## src/common/cod_pkg.sv

```systemverilog
/*
  constants, opcodes and types for the opcode decode tail block.
  assumes a single core clock (cpu bus clock) and an active-low async reset.
*/
//
// Summary of operation
// - single-byte opcode 35 loads the stack pointer with index a minus one in 3 cycles.
// - prefixed opcode 18 35 loads the stack pointer with index b minus one in 4 cycles.
// - the wait opcode 3e spends 12 cycles from the opcode fetch stacking registers.
// - after stacking the cpu idles a whole number n of cycles until an interrupt is recognized.
// - after the wait two vector fetch cycles follow, for 14 plus n cycles in total.
// - a direct page address is the operand byte with an upper byte of zero.
// - an index offset byte is unsigned 0 to 255 and is added to the index register.
// - an extended address is built from a high operand byte and a low operand byte.
// - a 16-bit immediate is built from a high operand byte and a low operand byte.
// - a bit mask byte marks with each set bit a bit position that is acted on.
// - a branch offset byte is sign extended, giving -128 to +127.
// - the branch offset is added to the address of the byte after the offset byte.
// - prefix byte 18 selects a second opcode page acting on index b.

package cod_pkg;

  // ==========================================================
  // opcodes
  localparam logic [7:0] OP_PAGE_B       = 8'h18;
  localparam logic [7:0] OP_COPY_TO_SP   = 8'h35;
  localparam logic [7:0] OP_WAIT_FOR_IRQ = 8'h3e;

  // ==========================================================
  // cycle counts
  localparam logic [3:0] CYC_COPY_A  = 4'h3;
  localparam logic [3:0] CYC_COPY_B  = 4'h4;
  localparam logic [3:0] CYC_STACK   = 4'hc;
  localparam logic [3:0] CYC_VECTOR  = 4'h2;

  // ==========================================================
  // reset values
  localparam logic [15:0] RST_STACK_PTR = 16'h0000;
  localparam logic [15:0] RST_WORD      = 16'h0000;

  // ==========================================================
  // addressing mode of an operand request
  typedef enum logic [2:0] {
    COD_MODE_DIRECT,
    COD_MODE_INDEXED,
    COD_MODE_EXTENDED,
    COD_MODE_IMM16,
    COD_MODE_BRANCH
  } cod_mode_t;

  // execution sequencer states
  typedef enum logic [2:0] {
    COD_IDLE,
    COD_COPY,
    COD_STACKING,
    COD_WAITING,
    COD_VECTOR
  } cod_state_t;

endpackage

```

## src/common/cod_opnd_if.sv

```systemverilog
/*
  interface carrying operand bytes to the operand former and its result back.
  assumes both ends run on core_clk.
*/
`timescale 1ns/1ps
`default_nettype none

interface cod_opnd_if;
  import cod_pkg::*;
  logic             req;
  cod_mode_t        mode;
  logic [7:0]       byte_high;
  logic [7:0]       byte_low;
  logic [15:0]      index_val;
  logic [15:0]      next_pc;
  logic [15:0]      result;
  logic             done;

  modport requester (output req, output mode, output byte_high, output byte_low,
                     output index_val, output next_pc, input result, input done);
  modport former    (input req, input mode, input byte_high, input byte_low,
                     input index_val, input next_pc, output result, output done);
endinterface

`default_nettype wire

```

## src/design/cod_operand_former.sv

```systemverilog
/*
  forms effective addresses and 16-bit values from instruction operand bytes.
  assumes the requester holds its inputs during the request cycle.
*/
`timescale 1ns/1ps
`default_nettype none

module cod_operand_former
(
  input  wire logic     core_clk,
  input  wire logic     rstn,
  cod_opnd_if.former    opnd
);
  import cod_pkg::*;

  // ==========================================================
  // sign extension of a branch displacement
  function automatic logic [15:0] sext8(input logic [7:0] b);
    sext8 = {{8{b[7]}}, b};
  endfunction

  // ==========================================================
  // registered operand result
  always_ff @(posedge core_clk or negedge rstn)
  begin
    if (!rstn)
    begin
      opnd.result <= RST_WORD;
      opnd.done   <= 1'b0;
    end
    else
    begin
      opnd.done <= opnd.req;
      if (opnd.req)
      begin
        unique case (opnd.mode)
          COD_MODE_DIRECT:   opnd.result <= {8'h00, opnd.byte_low};
          COD_MODE_INDEXED:  opnd.result <= opnd.index_val + {8'h00, opnd.byte_low};
          COD_MODE_EXTENDED: opnd.result <= {opnd.byte_high, opnd.byte_low};
          COD_MODE_IMM16:    opnd.result <= {opnd.byte_high, opnd.byte_low};
          COD_MODE_BRANCH:   opnd.result <= opnd.next_pc + sext8(opnd.byte_low);
          default:           opnd.result <= RST_WORD;
        endcase
      end
    end
  end

endmodule

`default_nettype wire

```

## src/design/cod_decode_tail.sv

```systemverilog
/*
  decode and execution timing for index-to-stack copies, the wait-for-interrupt
  instruction and operand byte forms.
  assumes opcode bytes arrive one per cycle with a valid strobe from same-clock fetch
  logic, and that irq_masked carries the mask state from the core, applied here to irq_request.
*/
`timescale 1ns/1ps
`default_nettype none

module cod_decode_tail
(
  input  wire logic                core_clk,
  input  wire logic                rstn,
  input  wire logic                op_valid,
  input  wire logic [7:0]          op_byte,
  input  wire logic [15:0]         index_reg_a,
  input  wire logic [15:0]         index_reg_b,
  input  wire logic                irq_request,
  input  wire logic                irq_masked,
  input  wire logic                opnd_req,
  input  wire cod_pkg::cod_mode_t  opnd_mode,
  input  wire logic [7:0]          opnd_byte_high,
  input  wire logic [7:0]          opnd_byte_low,
  input  wire logic                opnd_use_b,
  input  wire logic [15:0]         opnd_next_pc,
  input  wire logic [7:0]          bit_mask_byte,
  input  wire logic [7:0]          bit_data_in,
  input  wire logic                bit_set_mode,
  output logic [15:0]              stack_ptr,
  output logic                     busy,
  output logic                     stacking,
  output logic                     wait_idle,
  output logic                     vector_fetch,
  output logic                     instr_done,
  output logic [15:0]              opnd_result,
  output logic                     opnd_done,
  output logic [7:0]               bit_data_out
);
  import cod_pkg::*;

  cod_state_t  state;
  logic [3:0]  cyc_cnt;
  logic [3:0]  cyc_target;
  logic        page_b;
  logic        sel_b;
  logic [15:0] sp_source;
  logic        exec_copy;

  cod_opnd_if  opnd ();

  // ==========================================================
  // page select prefix latch
  always_ff @(posedge core_clk or negedge rstn)
  begin
    if (!rstn)
      page_b <= 1'b0;
    else if (op_valid && state == COD_IDLE)
      page_b <= (op_byte == OP_PAGE_B) && !page_b;
  end

  // ==========================================================
  // copy decode: a copy opcode seen while idle
  assign exec_copy = op_valid && (state == COD_IDLE) && (op_byte == OP_COPY_TO_SP);

  // ==========================================================
  // sequencer state and cycle counter
  always_ff @(posedge core_clk or negedge rstn)
  begin
    if (!rstn)
    begin
      state      <= COD_IDLE;
      cyc_cnt    <= 4'h0;
      cyc_target <= 4'h0;
      sel_b      <= 1'b0;
    end
    else
    begin
      unique case (state)
        COD_IDLE:
        begin
          cyc_cnt <= 4'h1;
          if (exec_copy)
          begin
            state      <= COD_COPY;
            sel_b      <= page_b;
            // the prefix fetch already used one cycle, so count from 2
            cyc_cnt    <= page_b ? 4'h2 : 4'h1;
            cyc_target <= page_b ? CYC_COPY_B : CYC_COPY_A;
          end
          else if (op_valid && !page_b && op_byte == OP_WAIT_FOR_IRQ)
          begin
            state      <= COD_STACKING;
            cyc_target <= CYC_STACK;
          end
        end
        COD_COPY:
        begin
          cyc_cnt <= cyc_cnt + 4'h1;
          if (cyc_cnt + 4'h1 == cyc_target)
            state <= COD_IDLE;
        end
        COD_STACKING:
        begin
          cyc_cnt <= cyc_cnt + 4'h1;
          if (cyc_cnt + 4'h1 == cyc_target)
            state <= COD_WAITING;
        end
        COD_WAITING:
        begin
          cyc_cnt <= 4'h0;
          if (irq_request && !irq_masked)
            state <= COD_VECTOR;
        end
        COD_VECTOR:
        begin
          cyc_cnt <= cyc_cnt + 4'h1;
          if (cyc_cnt + 4'h1 == CYC_VECTOR)
            state <= COD_IDLE;
        end
        default:
          state <= COD_IDLE;
      endcase
    end
  end

  // ==========================================================
  // stack pointer load: index minus one on the last copy cycle
  assign sp_source = sel_b ? index_reg_b : index_reg_a;

  always_ff @(posedge core_clk or negedge rstn)
  begin
    if (!rstn)
      stack_ptr <= RST_STACK_PTR;
    else if (state == COD_COPY && cyc_cnt + 4'h1 == cyc_target)
      stack_ptr <= sp_source - 16'h0001;
  end

  // ==========================================================
  // completion pulse and phase indications
  always_ff @(posedge core_clk or negedge rstn)
  begin
    if (!rstn)
      instr_done <= 1'b0;
    else
      instr_done <= ((state == COD_COPY) && (cyc_cnt + 4'h1 == cyc_target))
                 || ((state == COD_VECTOR) && (cyc_cnt + 4'h1 == CYC_VECTOR));
  end

  assign busy         = (state != COD_IDLE);
  assign stacking     = (state == COD_STACKING);
  assign wait_idle    = (state == COD_WAITING);
  assign vector_fetch = (state == COD_VECTOR);

  // ==========================================================
  // bit manipulation: set bits in mask are acted on
  always_ff @(posedge core_clk or negedge rstn)
  begin
    if (!rstn)
      bit_data_out <= 8'h00;
    else if (bit_set_mode)
      bit_data_out <= bit_data_in | bit_mask_byte;
    else
      bit_data_out <= bit_data_in & ~bit_mask_byte;
  end

  // ==========================================================
  // operand former hookup
  assign opnd.req       = opnd_req;
  assign opnd.mode      = opnd_mode;
  assign opnd.byte_high = opnd_byte_high;
  assign opnd.byte_low  = opnd_byte_low;
  assign opnd.index_val = opnd_use_b ? index_reg_b : index_reg_a;
  assign opnd.next_pc   = opnd_next_pc;
  assign opnd_result    = opnd.result;
  assign opnd_done      = opnd.done;

  cod_operand_former u_former
  (
    .core_clk (core_clk),
    .rstn     (rstn),
    .opnd     (opnd.former)
  );

endmodule

`default_nettype wire

```

## config.mk

```make
export PLATFORM = sky130hd
export DESIGN_NAME = cod_decode_tail
export DESIGN_NICKNAME = d
export VERILOG_FILES = /design/src/common/cod_pkg.sv /design/src/common/cod_opnd_if.sv /design/src/design/cod_operand_former.sv /design/src/design/cod_decode_tail.sv
export SDC_FILE = /design/constraint.sdc
export NUM_CORES = 1
export LEC_CHECK = 0
export BUFFER_PORTS_ARGS = -buffer_cell sky130_fd_sc_hd__buf_2
export CAP_MARGIN = 20
export CORE_ASPECT_RATIO = 1.4
export CORE_MARGIN = 10
export CORE_UTILIZATION = 40
export CTS_CLUSTER_SIZE = 12
export DETAILED_ROUTE_END_ITERATION = 7
export GPL_ROUTABILITY_DRIVEN = 0
export MAX_ROUTING_LAYER = met4
export PLACE_DENSITY = 0.67
export SETUP_SLACK_MARGIN = 0.02
export SYNTH_ARGS = -nofsm -noshare
export SYNTH_HDL_FRONTEND = slang
export SYNTH_SLANG_ARGS = --single-unit
```

## constraint.sdc

```tcl
create_clock -name core_clk -period 2.9 [get_ports core_clk]
set_clock_uncertainty 0.05 [all_clocks]
set_input_delay 0.87 -clock core_clk [delete_from_list [all_inputs] [get_ports core_clk]]
set_output_delay 0.87 -clock core_clk [all_outputs]
set_load 0.02 [all_outputs]
```

==> results of run 1 <==
==> cells in the mapped netlist (all sizes together), types with 3 or more instances <==
cell / n / area (um^2)
a211oi: 4 / 30.0
a21o: 14 / 105
a21oi: 39 / 195
a221oi: 3 / 26.3
a22oi: 3 / 22.5
a31oi: 10 / 62.6
and3: 5 / 31.3
buf: 9 / 47.5
clkbuf: 14 / 52.6
dfrtp: 54 / 1350
ha: 26 / 325
inv: 17 / 63.8
mux2: 17 / 191
mux2i: 23 / 250
nand2: 55 / 206
nand2b: 4 / 25.0
nand3: 25 / 125
nand3b: 4 / 30.0
nand4: 6 / 37.5
nor2: 37 / 139
nor2b: 13 / 81.3
nor3: 19 / 100
nor3b: 9 / 72.6
o211ai: 10 / 75.1
o21a: 5 / 37.5
o21ai: 49 / 245
o21bai: 4 / 30.0
o22a: 3 / 26.3
o2bb2ai: 4 / 35.0
o31a: 3 / 26.3
or2: 4 / 27.5
or3: 5 / 31.3
xnor2: 13 / 114
xor2: 18 / 158
==> kinds of logic after synthesis <==
kind of cell | synth area share
adders and majority gates | 0.0781
and+or+nand+nor | 0.211
buffers and inverters | 0.0350
xor gates and xnor gates | 0.0580
DFF | 0.289
AOI/OAI and AO/OA | 0.235
muxes | 0.0944
==> sequential cells by signal, indices dropped and copies added (netlist names) <==
name and flops:
u_former.opnd.done 1, page_b 1, bit_data_out 8, state 3
u_former.opnd.result 16, cyc_target 3, instr_done 1, cyc_cnt 4
sel_b 1, stack_ptr 16
==> metal layers <==
layer / up-vias / track usage / share of wire
met5: - / - / 0
met4: 0 / 0.0580 / 0.021
met3: 23 / 0.0255 / 0.044
met2: 151 / 0.330 / 0.52
met1: 2276 / 0.201 / 0.42
li1: 2404 / - / -
==> tightest hold or removal path, stage by stage (launching register included) <==
cell and delay, ns:
dfrtp_1 0.34, nand2_1 0.05, o21ai_1 0.06
==> power by group <==
part	internal (mW)	switching, mW	total [mW]
Combinational	0.533	0.736	1.27
Sequential	0.907	0.113	1.02
Clock	0.413	0.311	0.725
==> worst max path at each step <==
| stage | start | endpoint | depth (start not counted) |
|---|---|---|---|
| floorplan | opnd_use_b | u_former.opnd.result[14] | 12 |
| global placement | opnd_use_b | u_former.opnd.result[14] | 11 |
| detailed placement | opnd_use_b | u_former.opnd.result[9] | 10 |
| CTS | opnd_use_b | u_former.opnd.result[14] | 9 |
| global route | opnd_use_b | u_former.opnd.result[9] | 11 |
| finish | opnd_use_b | u_former.opnd.result[9] | 11 |
==> what timing repair did <==
action	4_1_cts	5_1_grt
pin swaps	0	4
endpoints found under the setup margin	5	4
gates resized for setup	3	3
endpoints found under the hold margin	0	0
==> cell type report <==
class | count | area (um^2)
fill | 1084 | 5220
inverter | 17 | 63.8
sequential | 54 | 1350
tap | 144 | 180
clock buffer | 5 | 125
multi-input combinational | 464 | 3310
clock inverter | 3 | 47.5
timing repair buffer | 193 | 1090
==> results_dict.tcl, run 1 <==
set metrics [dict create \
    grt_pass1_wl_um 24700 \
    first_iter_violations 205 \
    grt_pass1_vias 5137 \
    max-slew-margin-rel 0.526 \
    rsz0062_at_grt "false" \
    dr.pass1.iters 4 \
    final_cell_mix "buf_2, nand2_1, dfrtp_1, buf_4, a21oi_1" \
    max_stage_delay_ns 0.30 \
    reg2reg_depth 7 \
    diodes 0 \
    final_hold_viol_count 0 \
    clkTransAtPathRegs_ns 0.08 \
    crit_type "in2reg" \
    finalCritPeriodShare 0.956 \
    cts_tree "done" \
    final_util 0.542 \
    worstHoldStart "stack_ptr[7]" \
    wl_um 15100 \
    drcViolationCount 0 \
    h-tree-depth 2 \
    cts-root-buf "clkbuf_16" \
    die_h_um 148 \
    wl_per_cell_um 17.2 \
    stdcell_count 880 \
    grt_overflow_total 0 \
    clock_sink_count 54 \
    yosysUniqueCellTypes 65 \
    track_usage 0.182 \
    syn-cell-area_um2 4680 \
    placed_area_um2 5960 \
    syn2layout_area_growth_pct 31.9 \
    clk_latency_ns 0.30 \
    crit_chain "buf_6 -> mux2i_4 -> inv_1 -> ha_1 -> a211oi_2 -> o211ai_1 -> buf_4 -> nand3_1 -> xor2_1 -> a2bb2oi_1 -> nand3_1" \
    fmax_mhz 361 \
    num_rows 46 \
    cts_setup_buffers 0 \
    fin_crit_ns 2.77 \
    r2r-start "sel_b" \
    dp.cells 872 \
    power.total_mw 3.01 \
    tightest_slew_ns 0.711 \
    timing.final.ws_setup_ns 0.127 \
    grt_max_degree 55 \
    synthCells 558 \
    synth-edff-count 0 \
    crit_arrival_ns 2.90 \
    slowest_stage "ha_1" \
    min_path_cells 2 \
    io_buffers 144 \
    preCtsSetupSlack_ns -0.403 \
    synth_warnings 0 \
    syn_nets 685 \
    required_ns 3.03 \
    path_buf_inv 3 \
    hpwl_um 12700 \
    dieArea_um2 16500 \
    r2r_slack_ns 0.34 \
    vias_per_cell 5.52 \
    cpLargestDelayFamily "compound AO/OA/AOI/OAI gates" \
    synth_top_flop_cell "dfrtp_1" \
    die_w_um 111 \
    ys_ff_latch 54 \
    clockBufferDepth 2 \
    status "finished clean" \
    antenna_found_initial 0 \
    tns_ns 0 \
    worst_setup_path_start_kind "input pin" \
    worstPathMaxFanout 9 \
    vdd_ir_drop_max_mv 0.269 \
    io_pins 145 \
    holdBufCountCts 0 \
    critPathCaptureType "register" \
    layout-drive-gt1-share 0.327 \
    numCtsBuffers 5 \
    final_nets 862 \
    hold_class "reg2reg" \
    max_cap_violations 0 \
    setup_viol 0 \
    ys_seq_area_frac 0.289 \
    vias 4854 \
    start_util 0.411 \
    layout_commonest_cell "buf_2" \
    r2r_end "stack_ptr[12]" \
    syn_area_per_cell_um2 8.39 \
    core_area_um2 11400 \
    whs_ns 0.434 \
    final_cell_area_um2 6170 \
    p_per_area_nw_per_um2 488 \
    leakage_nw 2.90 \
    cpMostUsedCell "nand3_1" \
    async_flop_share 1.00 \
    ant_nets 0 \
    holdPathEnd "stack_ptr[7]" \
    drv_slew 0 \
]
Note: power is estimated with default switching activity, not from simulation.
==> run 2: changes to the inputs <==
--- a/config.mk
+++ b/config.mk
@@ -13,9 +13,11 @@
 export CTS_CLUSTER_SIZE = 12
 export DETAILED_ROUTE_END_ITERATION = 7
 export GPL_ROUTABILITY_DRIVEN = 0
+export HOLD_SLACK_MARGIN = 0.03
 export MAX_ROUTING_LAYER = met4
 export PLACE_DENSITY = 0.67
 export SETUP_SLACK_MARGIN = 0.02
 export SYNTH_ARGS = -nofsm -noshare
 export SYNTH_HDL_FRONTEND = slang
+export SYNTH_HIERARCHICAL = 1
 export SYNTH_SLANG_ARGS = --single-unit
==> run 2 against run 1 <==
  * Flip-flop and latch count stayed put
  * Core utilization fell by 0.27 points
  * Register-to-register slack improved by 0.37 ns
  * Hold slack lost 0.0025 ns
  * Largest power group unchanged
  * Highest routed layer unchanged
==> results_dict.tcl, run 2 <==
set metrics [dict create \
    max-slew-margin-rel 0.549 \
    synth_compound_area_frac 0.225 \
    rsz0062_at_grt "false" \
    worstPathMaxFanout 2 \
    fin_crit_ns 2.77 \
    clkTransAtPathRegs_ns 0.07 \
    internal_power_mw 2.09 \
    io_buffers 144 \
    dr.pass1.iters 5 \
    synth_simple_gate_area_frac 0.177 \
    clockBufferDepth 2 \
    syn_area_per_cell_um2 9.03 \
    cts_tree "done" \
    vias 4514 \
    ant_nets 0 \
    tns_ns 0 \
    num_rows 46 \
    crit_type "in2reg" \
    die_w_um 110 \
    pwr-share-seq 0.323 \
    synth_most_common_cell "dfrtp_1" \
    ys_seq_area_frac 0.296 \
    clock_sink_count 54 \
    hpwl_um 11700 \
    die_h_um 146 \
    leakage_nw 2.76 \
    vdd_ir_drop_max_mv 0.289 \
    grt_pass1_wl_um 22200 \
    io_pins 145 \
    ys_ff_latch 54 \
    worst_setup_path_start_kind "input pin" \
    p_clk_frac 0.200 \
    first_iter_violations 186 \
    required_ns 3.03 \
    status "finished clean" \
    synthCells 505 \
    synthAdderAreaFrac 0.0801 \
    critPathCaptureType "register" \
    drcViolationCount 0 \
    max_cap_violations 0 \
    synth-edff-count 0 \
    power.switching_mw 1.40 \
    crit_arrival_ns 2.90 \
    syn-cell-area_um2 4560 \
    synth_top_flop_cell "dfrtp_1" \
    start_util 0.406 \
    antenna_found_initial 1 \
    hold_class "reg2reg" \
    tightest_slew_ns 0.677 \
    switching_share 0.401 \
    grt_overflow_total 0 \
    synthXorXnorAreaFrac 0.0864 \
    core_area_um2 11200 \
    comb_power_share 0.478 \
    dieArea_um2 16100 \
    final_cell_mix "buf_2, dfrtp_1, nand2_1, buf_4, nor2_1" \
    layout_commonest_cell "buf_2" \
    layout-drive-gt1-share 0.381 \
    async_flop_share 1.00 \
    final_util 0.539 \
    grt_pass1_vias 4660 \
    synth_top_area_frac 0.296 \
    vias_per_cell 5.47 \
    synth_top_family_by_area "compound AO/OA/AOI/OAI gates" \
    wl_per_cell_um 17.2 \
    yosysUniqueCellTypes 67 \
    final_hold_viol_count 0 \
    synth_mux_area_frac 0.106 \
    synth.area.top_cells "dfrtp_1, ha_1, mux2_2" \
    fmax_mhz 361 \
    synth_commonest_cells "dfrtp_1, nand2_1, nor2_1, a21oi_1, mux2_2" \
    largestRegisters "stack_ptr: 16 flops, u_former/opnd.result: 16 flops, bit_data_out: 8 flops" \
    track_usage 0.171 \
    clk_latency_ns 0.30 \
    synth_warnings 6 \
    p_per_area_nw_per_um2 577 \
    cts-root-buf "clkbuf_16" \
    finalCritPeriodShare 0.956 \
    numCtsBuffers 5 \
    wl_um 14200 \
    syn2layout_area_growth_pct 32.6 \
    syn_nets 632 \
    yosysTopAreaCell "dfrtp_1" \
    final_nets 807 \
    setup_viol 0 \
    grt_max_degree 33 \
    h-tree-depth 2 \
    drv_slew 0 \
]
[run 2: cell types whose count changed in the layout (fill, tap and decap cells not counted), sizes merged, moves of 6 or more]
cell	before	now
nand3	25	9
o21ai	49	37
xnor2	13	25
mux2	17	28
nor2b	13	3
a21oi	39	32
mux2i	23	16
a211oi	4	10
a21o	14	8
a31oi	10	4
buf	193	187
inv	18	12
[run 2: metal layers]
layer,vias to the layer above,routed length (um),global-route usage
met2,151,7090,0.294
met3,31,888,0.0247
met1,2107,5760,0.192
met5,-,0,-
li1,2225,-,-
met4,0,425,0.0677
[run 2: cells by family (layout without fill, tap and decap cells)]
| family | Yosys count | in the layout |
|---|---|---|
| muxes | 44 | 44 |
| AOI/OAI and AO/OA | 146 | 146 |
| buffers and inverters | 32 | 207 |
| adders and majority gates | 28 | 28 |
| DFF | 54 | 54 |
| other | 0 | 1 |
| and+or+nand+nor | 156 | 156 |
| xor gates and xnor gates | 45 | 45 |
[run 2: area by class of cell]
class                      instances  area [um^2]
sequential                        54         1350
fill                            1102         5170
clock inverter                     1         30.0
tap                              144          180
inverter                          13         48.8
clock buffer                       6          139
multi-input combinational        419         3220
timing repair buffer             187         1080
antenna                            1         2.50
[run 2: worst max-delay path: stages]
cell,delay (ns)
buf_2,0.11
ha_1,0.25
fa_2,0.41
a211oi_2,0.27
o21ai_1,0.12
a21oi_2,0.20
a21oi_2,0.10
a31oi_4,0.18
xnor2_1,0.08
a221o_1,0.32
[run 2: power groups by stage]
stage / clock (mW) / combinational, mW / sequential, mW
2_1_floorplan: 0 / 0.969 / 1.26
3_3_place_gp: 0 / 1.61 / 1.13
3_5_place_dp: 0 / 1.65 / 1.14
4_1_cts: 0.713 / 1.66 / 1.13
5_1_grt: 0.742 / 1.83 / 1.16
6_report: 0.697 / 1.67 / 1.13
[run 2: stage by stage]
| step | instance area [um^2] | hold WS, ns | power [mW] | setup WS [ns] | instances |
|---|---|---|---|---|---|
| after global routing | 6050 | 0.461 | 3.74 | 0.0357 | 825 |
| final | 6050 | 0.431 | 3.49 | 0.127 | 825 |
| after CTS | 5960 | 0.434 | 3.50 | 0.0439 | 823 |
| after floorplan | 4670 | 0.430 | 2.23 | -0.0889 | 505 |
| after detailed placement | 5800 | 0.420 | 2.79 | -0.270 | 816 |
| after global placement | 5800 | 0.416 | 2.74 | -0.224 | 816 |
[run 2: repair_timing]
action / in CTS / in global routing
setup endpoints to repair: 0 / 6
setup buffers: 0 / 1
hold buffers: 0 / 0
resized for setup: 0 / 13
[run 2: worst paths after layout]
path                                       start                  endpoint  slack [ns]  cells after the start
worst max-delay path            opnd_byte_low[0]  u_former/opnd.result[14]        0.13                     10
worst min-delay path                stack_ptr[5]              stack_ptr[5]        0.43                      2
worst max register to register             sel_b             stack_ptr[13]        0.71                      6
worst min register to register      stack_ptr[5]              stack_ptr[5]        0.43                      2
max in group asynchronous                   rstn              stack_ptr[9]        1.66                      2
min in group asynchronous                   rstn                  state[2]        0.55                      1
